[src/rtl/dtq_pkg.sv]
// ----------------------------------------------------------------
// shared constants for the trigger qualifier
// ----------------------------------------------------------------
package dtq_pkg;

  // register bus geometry
  localparam int unsigned ADDR_W = 8;
  localparam int unsigned DATA_W = 8;

  // register offsets
  localparam logic [7:0] OFS_TRIG_CTRL = 8'h00;
  localparam logic [7:0] OFS_CMP_CTRL  = 8'h01;
  localparam logic [7:0] OFS_STATUS    = 8'h02;

  // trigger control field positions
  localparam int unsigned TRG_TYPE_BIT  = 7;
  localparam int unsigned TRG_BEGIN_BIT = 6;
  localparam int unsigned TRG_MODE_LSB  = 0;
  localparam int unsigned TRG_MODE_W    = 4;

  // bits kept by a trigger control write; bits 4 and 5 always read back as zero
  localparam logic [7:0] TRIG_CTRL_MASK  = 8'hCF;
  localparam logic [7:0] TRIG_CTRL_RESET = 8'h40;

  // compare control field positions
  localparam int unsigned CMP_A_QEN_BIT = 0;
  localparam int unsigned CMP_A_DIR_BIT = 1;
  localparam int unsigned CMP_B_QEN_BIT = 2;
  localparam int unsigned CMP_B_DIR_BIT = 3;
  localparam int unsigned CMP_ARM_BIT   = 7;
  localparam logic [3:0]  CMP_CTRL_RESET = 4'h0;

  // status field positions
  localparam int unsigned STS_ARMED_BIT   = 0;
  localparam int unsigned STS_TRIG_BIT    = 1;
  localparam int unsigned STS_CAPTURE_BIT = 2;
  localparam int unsigned STS_TAG_BIT     = 3;
  localparam int unsigned STS_POST_BIT    = 4;

  // trigger mode codes; only MODE_EVT_A and MODE_EVT_A_OR_B are event-only
  localparam logic [3:0] MODE_A_ONLY     = 4'h0;
  localparam logic [3:0] MODE_A_OR_B     = 4'h1;
  localparam logic [3:0] MODE_A_THEN_B   = 4'h2;
  localparam logic [3:0] MODE_EVT_A      = 4'h8;
  localparam logic [3:0] MODE_EVT_A_OR_B = 4'h9;

  // capture sequencer states
  typedef enum logic [1:0] {
    CAP_IDLE,
    CAP_PRE,
    CAP_POST
  } dtq_cap_e;

endpackage

[src/rtl/dtq_cmp_qualify.sv]
`timescale 1ns/1ps
`default_nettype none

// ----------------------------------------------------------------
// read/write qualification of one address comparator
// ----------------------------------------------------------------
module dtq_cmp_qualify (
  // comparator result and bus direction
  input  wire logic addr_equal_in,
  input  wire logic bus_read_in,
  // qualification settings
  input  wire logic dir_qualify_en_in,
  input  wire logic dir_value_in,
  // qualified match
  output wire logic match_out
);

  // direction agrees when a read meets value 1 or a write meets value 0
  // value 1 reads, 0 writes
  wire logic dir_agree;
  assign dir_agree = ~(bus_read_in ^ dir_value_in);

  // with qualification off neither direction nor value reaches the match
  assign match_out = addr_equal_in & (~dir_qualify_en_in | dir_agree);

endmodule

`default_nettype wire

[src/rtl/dtq_trigger_qualifier.sv]
// Decided for this implementation: the address-and-strobe port and the register offsets.
`timescale 1ns/1ps
`default_nettype none

module dtq_trigger_qualifier (
  // clock and reset
  input  wire logic       mclk_in,
  input  wire logic       rst_in,
  // register port
  input  wire logic [7:0] reg_addr_in,
  input  wire logic [7:0] reg_wdata_in,
  input  wire logic       reg_wr_in,
  input  wire logic       reg_rd_in,
  output logic      [7:0] reg_rdata_out,
  // core bus observation
  input  wire logic       bus_cycle_in,
  input  wire logic       bus_read_in,
  input  wire logic       bus_fetch_in,
  input  wire logic       addr_equal_a_in,
  input  wire logic       addr_equal_b_in,
  // opcode tracking
  input  wire logic       opcode_exec_in,
  input  wire logic       fetch_flush_in,
  // capture fifo control
  input  wire logic       fifo_full_in,
  output logic            capture_en_out,
  output logic            trigger_out,
  output logic            armed_out,
  output logic            match_a_out,
  output logic            match_b_out
);

  // ----------------------------------------------------------------
  // register state
  // ----------------------------------------------------------------
  logic [7:0]           trig_ctrl_q;
  logic [3:0]           cmp_ctrl_q;
  logic                 triggered_q;
  logic                 tag_pending_q;
  logic                 fetch_q;
  logic                 a_seen_q;
  dtq_pkg::dtq_cap_e    state_q;
  dtq_pkg::dtq_cap_e    state_d;

  // ----------------------------------------------------------------
  // register decode
  // ----------------------------------------------------------------
  wire logic sel_trig;
  wire logic sel_cmp;
  wire logic sel_sts;
  wire logic wr_trig;
  wire logic wr_cmp;
  wire logic arm_req;
  wire logic disarm_req;

  // address decode, unmapped offsets read as zero and ignore writes
  assign sel_trig = (reg_addr_in == dtq_pkg::OFS_TRIG_CTRL);
  assign sel_cmp  = (reg_addr_in == dtq_pkg::OFS_CMP_CTRL);
  assign sel_sts  = (reg_addr_in == dtq_pkg::OFS_STATUS);

  assign wr_trig = reg_wr_in & sel_trig & ~armed_out;
  assign wr_cmp  = reg_wr_in & sel_cmp;

  // the arm bit in the compare control starts or stops a run
  assign arm_req    = wr_cmp & reg_wdata_in[dtq_pkg::CMP_ARM_BIT];
  assign disarm_req = wr_cmp & ~reg_wdata_in[dtq_pkg::CMP_ARM_BIT];

  // ----------------------------------------------------------------
  // control fields
  // ----------------------------------------------------------------
  wire logic       tag_sel;
  wire logic       begin_sel;
  wire logic [3:0] mode;
  wire logic       event_only;
  wire logic       begin_eff;

  assign tag_sel   = trig_ctrl_q[dtq_pkg::TRG_TYPE_BIT];
  assign begin_sel = trig_ctrl_q[dtq_pkg::TRG_BEGIN_BIT];
  assign mode      = trig_ctrl_q[dtq_pkg::TRG_MODE_LSB +: dtq_pkg::TRG_MODE_W];

  assign event_only = (mode == dtq_pkg::MODE_EVT_A) | (mode == dtq_pkg::MODE_EVT_A_OR_B);
  assign begin_eff  = begin_sel | event_only;

  // ----------------------------------------------------------------
  // comparator qualification
  // ----------------------------------------------------------------
  wire logic qual_a;
  wire logic qual_b;

  dtq_cmp_qualify u_qual_a (
    .addr_equal_in     (addr_equal_a_in),
    .bus_read_in       (bus_read_in),
    .dir_qualify_en_in (cmp_ctrl_q[dtq_pkg::CMP_A_QEN_BIT]),
    .dir_value_in      (cmp_ctrl_q[dtq_pkg::CMP_A_DIR_BIT]),
    .match_out         (qual_a)
  );

  dtq_cmp_qualify u_qual_b (
    .addr_equal_in     (addr_equal_b_in),
    .bus_read_in       (bus_read_in),
    .dir_qualify_en_in (cmp_ctrl_q[dtq_pkg::CMP_B_QEN_BIT]),
    .dir_value_in      (cmp_ctrl_q[dtq_pkg::CMP_B_DIR_BIT]),
    .match_out         (qual_b)
  );

  // sample match once per bus cycle
  // matches are registered so a glitching comparator cannot fire twice
  always_ff @(posedge mclk_in or posedge rst_in) begin
    if (rst_in) begin
      match_a_out <= 1'b0;
      match_b_out <= 1'b0;
      fetch_q     <= 1'b0;
    end else begin
      match_a_out <= bus_cycle_in & qual_a;
      match_b_out <= bus_cycle_in & qual_b;
      fetch_q     <= bus_cycle_in & bus_fetch_in;
    end
  end

  // ----------------------------------------------------------------
  // trigger combination
  // ----------------------------------------------------------------
  wire logic hit_a_or_b;
  wire logic hit_a_then_b;
  wire logic hit;
  wire logic running;

  assign running      = (state_q != dtq_pkg::CAP_IDLE);
  assign hit_a_or_b   = match_a_out | match_b_out;
  assign hit_a_then_b = a_seen_q & match_b_out;

  // unknown mode codes never produce a hit
  assign hit = ((mode == dtq_pkg::MODE_A_ONLY) & match_a_out)
             | ((mode == dtq_pkg::MODE_EVT_A) & match_a_out)
             | ((mode == dtq_pkg::MODE_A_OR_B) & hit_a_or_b)
             | ((mode == dtq_pkg::MODE_EVT_A_OR_B) & hit_a_or_b)
             | ((mode == dtq_pkg::MODE_A_THEN_B) & hit_a_then_b);

  // first stage of the A-then-B sequence, dropped when the run ends
  always_ff @(posedge mclk_in or posedge rst_in) begin
    if (rst_in) begin
      a_seen_q <= 1'b0;
    end else begin
      a_seen_q <= running & (a_seen_q | match_a_out);
    end
  end

  // ----------------------------------------------------------------
  // opcode tracking
  // ----------------------------------------------------------------
  wire logic tag_set;
  wire logic tag_fire;
  wire logic force_fire;
  wire logic fire;

  // a hit on an opcode fetch is only a candidate until it executes
  assign tag_set = running & tag_sel & hit & fetch_q;

  assign tag_fire = tag_sel & tag_pending_q & opcode_exec_in;

  assign force_fire = ~tag_sel & hit;

  assign fire = running & (tag_fire | force_fire);

  // a new tag wins over a clear in the same cycle; a flush discards
  // prefetched opcodes that will never run
  always_ff @(posedge mclk_in or posedge rst_in) begin
    if (rst_in) begin
      tag_pending_q <= 1'b0;
    end else if (tag_set) begin
      tag_pending_q <= 1'b1;
    end else if (fetch_flush_in | opcode_exec_in | ~running) begin
      tag_pending_q <= 1'b0;
    end
  end

  // ----------------------------------------------------------------
  // capture sequencer
  // ----------------------------------------------------------------
  // pre-trigger capture only in end trace; begin trace waits
  always_comb begin
    state_d = state_q;
    unique case (state_q)
      dtq_pkg::CAP_IDLE: begin
        if (arm_req) begin
          state_d = dtq_pkg::CAP_PRE;
        end
      end
      dtq_pkg::CAP_PRE: begin
        if (disarm_req) begin
          state_d = dtq_pkg::CAP_IDLE;
        end else if (fire & begin_eff) begin
          state_d = dtq_pkg::CAP_POST;
        end else if (fire) begin
          state_d = dtq_pkg::CAP_IDLE;
        end
      end
      dtq_pkg::CAP_POST: begin
        // begin trace stops when the fifo has filled
        if (disarm_req | fifo_full_in) begin
          state_d = dtq_pkg::CAP_IDLE;
        end
      end
      default: begin
        state_d = dtq_pkg::CAP_IDLE;
      end
    endcase
  end

  // capture enable covers circular fill before trigger in end trace
  wire logic capture_d;
  assign capture_d = (state_d == dtq_pkg::CAP_POST)
                   | ((state_d == dtq_pkg::CAP_PRE) & ~begin_eff);

  // sequencer state and its registered outputs
  always_ff @(posedge mclk_in or posedge rst_in) begin
    if (rst_in) begin
      state_q        <= dtq_pkg::CAP_IDLE;
      armed_out      <= 1'b0;
      capture_en_out <= 1'b0;
      trigger_out    <= 1'b0;
    end else begin
      state_q        <= state_d;
      armed_out      <= (state_d != dtq_pkg::CAP_IDLE);
      capture_en_out <= capture_d;
      trigger_out    <= fire;
    end
  end

  // sticky trigger flag: a trigger wins over the rearm clear
  always_ff @(posedge mclk_in or posedge rst_in) begin
    if (rst_in) begin
      triggered_q <= 1'b0;
    end else if (fire) begin
      triggered_q <= 1'b1;
    end else if (arm_req & ~armed_out) begin
      triggered_q <= 1'b0;
    end
  end

  // ----------------------------------------------------------------
  // control registers
  // ----------------------------------------------------------------
  // bits 4 and 5 held at zero
  always_ff @(posedge mclk_in or posedge rst_in) begin
    if (rst_in) begin
      trig_ctrl_q <= dtq_pkg::TRIG_CTRL_RESET;
    end else if (wr_trig) begin
      trig_ctrl_q <= reg_wdata_in & dtq_pkg::TRIG_CTRL_MASK;
    end
  end

  // qualifier bits may change mid-run; they act on the next bus cycle
  always_ff @(posedge mclk_in or posedge rst_in) begin
    if (rst_in) begin
      cmp_ctrl_q <= dtq_pkg::CMP_CTRL_RESET;
    end else if (wr_cmp) begin
      cmp_ctrl_q <= reg_wdata_in[3:0];
    end
  end

  // ----------------------------------------------------------------
  // read path
  // ----------------------------------------------------------------
  wire logic [7:0] cmp_rd;
  wire logic [7:0] sts_rd;
  wire logic [7:0] rd_mux;

  assign cmp_rd = {armed_out, 3'h0, cmp_ctrl_q};
  assign sts_rd = {3'h0, (state_q == dtq_pkg::CAP_POST), tag_pending_q,
                   capture_en_out, triggered_q, armed_out};

  assign rd_mux = sel_trig ? trig_ctrl_q
                : sel_cmp  ? cmp_rd
                : sel_sts  ? sts_rd
                : 8'h00;

  // read data stand one cycle after the strobe and read zero otherwise
  always_ff @(posedge mclk_in or posedge rst_in) begin
    if (rst_in) begin
      reg_rdata_out <= 8'h00;
    end else begin
      reg_rdata_out <= reg_rd_in ? rd_mux : 8'h00;
    end
  end

  // ----------------------------------------------------------------
  // assertions
  // ----------------------------------------------------------------
  a_ctrl_write_lock: assert property (@(posedge mclk_in) disable iff (rst_in)
    (reg_wr_in && sel_trig && armed_out) |=> $stable(trig_ctrl_q))
    else $error("control changed while armed");

  a_ctrl_write_take: assert property (@(posedge mclk_in) disable iff (rst_in)
    (reg_wr_in && sel_trig && !armed_out)
      |=> trig_ctrl_q == ($past(reg_wdata_in) & dtq_pkg::TRIG_CTRL_MASK))
    else $error("control write lost while disarmed");

  a_zero_bits_read: assert property (@(posedge mclk_in) disable iff (rst_in)
    $past(reg_rd_in && sel_trig) |-> reg_rdata_out[5:4] == 2'b00)
    else $error("control bits 4 and 5 not zero");

  a_cmp_a_free: assert property (@(posedge mclk_in) disable iff (rst_in)
    (bus_cycle_in && !cmp_ctrl_q[0]) |=> match_a_out == $past(addr_equal_a_in))
    else $error("comparator A used direction while disabled");

  a_cmp_a_dir: assert property (@(posedge mclk_in) disable iff (rst_in)
    (bus_cycle_in && cmp_ctrl_q[0] && (bus_read_in != cmp_ctrl_q[1])) |=> !match_a_out)
    else $error("comparator A matched wrong direction");

  a_cmp_b_free: assert property (@(posedge mclk_in) disable iff (rst_in)
    (bus_cycle_in && !cmp_ctrl_q[2]) |=> match_b_out == $past(addr_equal_b_in))
    else $error("comparator B used direction while disabled");

  a_cmp_b_read: assert property (@(posedge mclk_in) disable iff (rst_in)
    (bus_cycle_in && cmp_ctrl_q[2] && cmp_ctrl_q[3] && !bus_read_in) |=> !match_b_out)
    else $error("comparator B matched a write in read mode");

  a_cmp_b_write: assert property (@(posedge mclk_in) disable iff (rst_in)
    (bus_cycle_in && cmp_ctrl_q[2] && !cmp_ctrl_q[3] && addr_equal_b_in && !bus_read_in)
      |=> match_b_out)
    else $error("comparator B missed a write in write mode");

  a_match_idle: assert property (@(posedge mclk_in) disable iff (rst_in)
    !bus_cycle_in |=> !match_a_out && !match_b_out)
    else $error("match outside a bus cycle");

  a_tag_needs_exec: assert property (@(posedge mclk_in) disable iff (rst_in)
    (tag_sel && !opcode_exec_in) |=> !trigger_out)
    else $error("tag trigger without execution");

  a_force_trigger: assert property (@(posedge mclk_in) disable iff (rst_in)
    (running && !tag_sel && hit) |=> trigger_out ##1 !armed_out || capture_en_out)
    else $error("force trigger missing");

  a_begin_capture: assert property (@(posedge mclk_in) disable iff (rst_in)
    (state_q == dtq_pkg::CAP_PRE && begin_eff && fire && !disarm_req)
      |=> capture_en_out && armed_out && trigger_out)
    else $error("begin trace did not start capture");

  a_end_capture: assert property (@(posedge mclk_in) disable iff (rst_in)
    (state_q == dtq_pkg::CAP_PRE && !begin_eff && fire)
      |=> !capture_en_out && !armed_out)
    else $error("end trace did not stop capture");

  a_end_circular: assert property (@(posedge mclk_in) disable iff (rst_in)
    (state_q == dtq_pkg::CAP_PRE && !begin_eff && !fire && !disarm_req) |=> capture_en_out)
    else $error("end trace not capturing before trigger");

  a_event_begin: assert property (@(posedge mclk_in) disable iff (rst_in)
    (state_q == dtq_pkg::CAP_PRE && event_only && !fire) |=> !capture_en_out)
    else $error("event-only mode captured before trigger");

endmodule

`default_nettype wire

[config.mk]
export PLATFORM = sky130hd
export DESIGN_NAME = dtq_trigger_qualifier
export DESIGN_NICKNAME = d
export VERILOG_FILES = /design/src/rtl/dtq_pkg.sv /design/src/rtl/dtq_cmp_qualify.sv /design/src/rtl/dtq_trigger_qualifier.sv
export SDC_FILE = /design/constraint.sdc
export NUM_CORES = 1
export LEC_CHECK = 0
export ABC_AREA = 0
export BUFFER_PORTS_ARGS = -buffer_cell sky130_fd_sc_hd__buf_4
export CAP_MARGIN = 40
export CORE_UTILIZATION = 40
export DETAILED_ROUTE_END_ITERATION = 16
export GPL_TIMING_DRIVEN = 0
export PLACE_DENSITY = 0.65
export SYNTH_ARGS = -nofsm -noshare
export SYNTH_HDL_FRONTEND = slang
export SYNTH_HIERARCHICAL = 1
export SYNTH_SLANG_ARGS = --single-unit
[constraint.sdc]
create_clock -name mclk_in -period 4.2 [get_ports mclk_in]
set_clock_uncertainty 0.15 [all_clocks]
set_input_delay 0.42 -clock mclk_in [delete_from_list [all_inputs] [get_ports mclk_in]]
set_output_delay 0.42 -clock mclk_in [all_outputs]
set_load 0.01 [all_outputs]
==> out/summary.txt <==
Status = finished clean
DIE AREA = 0.003489 mm^2
Cell with the largest stage delay on the worst path = sky130_fd_sc_hd__dfrtp_1
Smallest setup slack after layout = 2.388 ns
Main area contributors after synthesis = sky130_fd_sc_hd__dfrtp_1 52%, sky130_fd_sc_hd__mux2_2 8.6%, sky130_fd_sc_hd__nor2_1 4.6%
FP Rows = 20
Source of the worst register-to-register timing path = trig_ctrl_q[2]
Final setup violating endpoints = 0
Crit-path max cell delay = 0.44 ns
Register-to-register setup slack = 2.39 ns
Core Region = 0.003078 mm^2
WP data required = 4.31 ns
Clock tree root buffer cell = sky130_fd_sc_hd__clkbuf_4
Post-Syn Area = 0.001302 mm^2
Worst skew pair latency = 0.32 ns
Area of combinational cells with multiple inputs = 576.8 um^2
Number of antenna violations at the first check in global routing = 0
ANT nets after route = 0
Path depth of the worst reg2reg path = 5
Combinational family with the most area after synthesis = simple AND/OR/NAND/NOR gates
Synthesis-to-finish area growth = 31.89%
Fraction of power consumed by combinational cells = 0.135
Overall Global Routing Usage = 0.1745
Capture point of the worst path = capture_en_out
Proportion of layout cells with a drive suffix above 1 = 0.3806
Power share of the clock group = 0.318
Num CTS Buffers = 3
First-pass iteration count of the detailed router = 5
Total vias in the final route = 1017
Number of fillers in the final layout = 284
Chip height = 59.07 um
Post-layout nets = 184
Ratio of final minimum period to clock period = 0.4314
Clock slew at the register clock pins of the worst setup and hold paths = 0.15 ns
Resize count post-CTS = 0
Power Internal = 421.6 uW
Crit path arrival time = 1.93 ns
Warnings from Yosys = 6
Post-Place Worst Slack = 2.151 ns
Maximum achievable frequency = 551.9 MHz
Post-route total power = 542.9 uW
Synthesized netlist net count = 141
Reg2Reg Capture Point = capture_en_out
Post-Syn Instances = 113
Number of ports placed on the die boundary = 41
Switching power = 121.3 uW
FF+latch count, synth = 28
CTS tree = built
Wire per inst = 13.38 um
CP Depth = 5
Part of the Yosys area used for sequential elements = 0.5389
Global route overflow = 0
Initial Util = 0.4232
Fraction of synthesized area in multiplexers = 0.09414
Endpoint type of the worst setup path = flip-flop
Fraction of the mapped netlist area in compound gates = 0.1143
Type of the worst setup path = reg2reg
Post-synth top area share = 0.5187
Hold buffer count at CTS = 1
Via-to-Cell Ratio = 5.111
Switching Fraction = 0.2234
Largest fanout on the critical path = 4
Number of hold violations in the final report = 0
Total number of clock tree sinks = 28
Pin count of the biggest net entering global routing = 21
Power Density = 316.0 mW/mm^2
Setup repair after global routing missed its margin = false
Number of violations reported at the end of detailed-routing iteration 0 = 24
Area of all sequential standard cells = 701.9 um^2
Kind of path behind the tightest hold check = in2reg
GP Congestion = 0.8126
Critical path's top delay family = compound AO/OA/AOI/OAI gates
Antenna diode count = 0
Final total negative setup slack = 0 ns
Share of the synthesized netlist area taken by xor and xnor gates = 0.01345
Via count of the first global-routing pass = 1037
# H-tree levels = 1
Global-route wire length before repair = 4.533 mm
Total Wirelength = 2.663 mm
Leakage = 0.8555 nW
Final count of pins violating max slew = 0
Peak ir drop on the vdd network = 138.9 uV
Startpoint kind of the worst setup timing path = flip-flop
Count of distinct cell types in the synthesized netlist = 36
Horizontal die dimension = 59.07 um
Instance count after placement with tap cells included = 194
Final Util = 0.5581
Max-cap viol count = 0
Number of port buffers = 36
Adder-Cell Fraction of Synth Area = 0
Mean area per synthesized cell = 11.53 um^2
Buffering stage count on the worst path with inverters included = 0
Sequential Power Share = 0.547
Cell breakdown of the critical path = nor4b_2 -> a32o_2 -> o211ai_1 -> o41ai_2 -> o21bai_1
Minimum period implied by the final worst setup slack = 1.812 ns
Maximum buffer depth of the clock tree = 2
Number of buffers added for setup after CTS = 0
Non-filler cells, final = 199
Cell taking the most area after synthesis = sky130_fd_sc_hd__dfrtp_1
Detailed-route DRC error count = 0
Post-Synth Simple-Gate Area = 0.2181
Post-detailed-placement half-perimeter wirelength = 2.182 mm
CP startpoint = trig_ctrl_q[2]
[placed cells by master (no fill, tap or decap), types with 2 or more instances in the layout]
cell type	instances
sky130_fd_sc_hd__nand3_1	2
sky130_fd_sc_hd__xor2_1	2
sky130_fd_sc_hd__inv_1	2
sky130_fd_sc_hd__nand2b_1	5
sky130_fd_sc_hd__o211ai_1	3
sky130_fd_sc_hd__a21boi_1	2
sky130_fd_sc_hd__nand2_1	5
sky130_fd_sc_hd__a21o_1	2
sky130_fd_sc_hd__and2_1	3
sky130_fd_sc_hd__clkbuf_4	3
sky130_fd_sc_hd__nor3_1	3
sky130_fd_sc_hd__nor2_1	16
sky130_fd_sc_hd__dfrtp_1	27
sky130_fd_sc_hd__mux2_2	10
sky130_fd_sc_hd__nor2b_1	6
sky130_fd_sc_hd__buf_4	37
sky130_fd_sc_hd__a2111oi_0	4
[power by group through the flow]
stage          Clock [mW]  Combinational [mW]  Sequential (mW)
2_1_floorplan           0              0.0366            0.299
3_3_place_gp            0              0.0675            0.302
3_5_place_dp            0              0.0731            0.303
4_1_cts             0.178              0.0740            0.297
5_1_grt             0.191              0.0807            0.300
6_report            0.173              0.0730            0.297
[cell usage after synthesis]
cell / count
sky130_fd_sc_hd__mux2_2: 10
sky130_fd_sc_hd__nor2b_1: 6
sky130_fd_sc_hd__inv_1: 2
sky130_fd_sc_hd__nor4b_2: 1
sky130_fd_sc_hd__mux2i_1: 1
sky130_fd_sc_hd__a32oi_1: 1
sky130_fd_sc_hd__clkbuf_1: 1
sky130_fd_sc_hd__a21boi_1: 2
sky130_fd_sc_hd__nor4_4: 1
sky130_fd_sc_hd__o21bai_1: 1
sky130_fd_sc_hd__nor3_1: 3
sky130_fd_sc_hd__buf_4: 1
sky130_fd_sc_hd__o211ai_1: 3
sky130_fd_sc_hd__or2b_1: 1
sky130_fd_sc_hd__dfstp_2: 1
sky130_fd_sc_hd__o21ai_0: 1
sky130_fd_sc_hd__dfrtp_1: 27
sky130_fd_sc_hd__nand2_1: 5
sky130_fd_sc_hd__and3_1: 1
sky130_fd_sc_hd__xor2_1: 2
sky130_fd_sc_hd__nor2_1: 16
sky130_fd_sc_hd__buf_2: 1
sky130_fd_sc_hd__o21a_1: 1
sky130_fd_sc_hd__a32o_2: 1
sky130_fd_sc_hd__a2111oi_0: 4
sky130_fd_sc_hd__a21o_1: 2
sky130_fd_sc_hd__conb_1: 1
sky130_fd_sc_hd__nand2b_1: 5
sky130_fd_sc_hd__a21oi_1: 1
sky130_fd_sc_hd__nand4_4: 1
sky130_fd_sc_hd__or3b_1: 1
sky130_fd_sc_hd__nand3_1: 2
sky130_fd_sc_hd__and2_1: 3
sky130_fd_sc_hd__nand4_1: 1
sky130_fd_sc_hd__o41ai_2: 1
sky130_fd_sc_hd__nor4_1: 1
[worst min-delay path by stage]
stage	start	endpoint	slack, ns	depth (start not counted)
CTS	bus_fetch_in	fetch_q	0.14	2
global placement	a_seen_q	a_seen_q	0.33	2
floorplan	triggered_q	triggered_q	0.30	1
detailed placement	rst_in	reg_rdata_out[4]	0.29	2
finish	bus_fetch_in	fetch_q	0.15	2
global route	bus_fetch_in	fetch_q	0.12	2
[stage by stage]
step / instance area (um^2) / hold WS [ns]
after floorplan: 1303 / 0.3001
final: 1718 / 0.1473
after CTS: 1718 / 0.1374
after global placement: 1628 / 0.3333
after detailed placement: 1655 / 0.2912
after global routing: 1718 / 0.1237
[sequential cells by signal (all words and copies together) (netlist names)]
register / cells
trigger_out: 1
armed_out: 1
fetch_q: 1
match_a_out: 1
tag_pending_q: 1
triggered_q: 1
a_seen_q: 1
reg_rdata_out: 7
match_b_out: 1
cmp_ctrl_q: 4
state_q: 2
capture_en_out: 1
trig_ctrl_q: 6
[final cells by class]
| cell class | count | share of cell area |
|---|---|---|
| timing repair buffer | 38 | 0.1792 |
| buffer | 3 | 0.009468 |
| multi-input combinational | 80 | 0.3358 |
| sequential | 28 | 0.4086 |
| clock inverter | 1 | 0.01748 |
| inverter | 2 | 0.004370 |
| clock buffer | 3 | 0.01311 |
| tap | 44 | 0.03205 |
[layer usage]
layer,up-vias,global-route usage,part of all wire
met2,31,0.3166,0.52
met4,0,0.05102,0.0049
li1,488,-,-
met1,496,0.2163,0.43
met3,2,0.02183,0.044
met5,-,0,0
[logic make-up after synthesis]
logic type / Yosys count
AO/OA/AOI/OAI: 18
XOR/XNOR: 2
buffers and inverters: 5
flip-flops: 28
multiplexers: 11
other: 1
AND/OR/NAND/NOR: 48
Power figures use the tool's default switching activity.
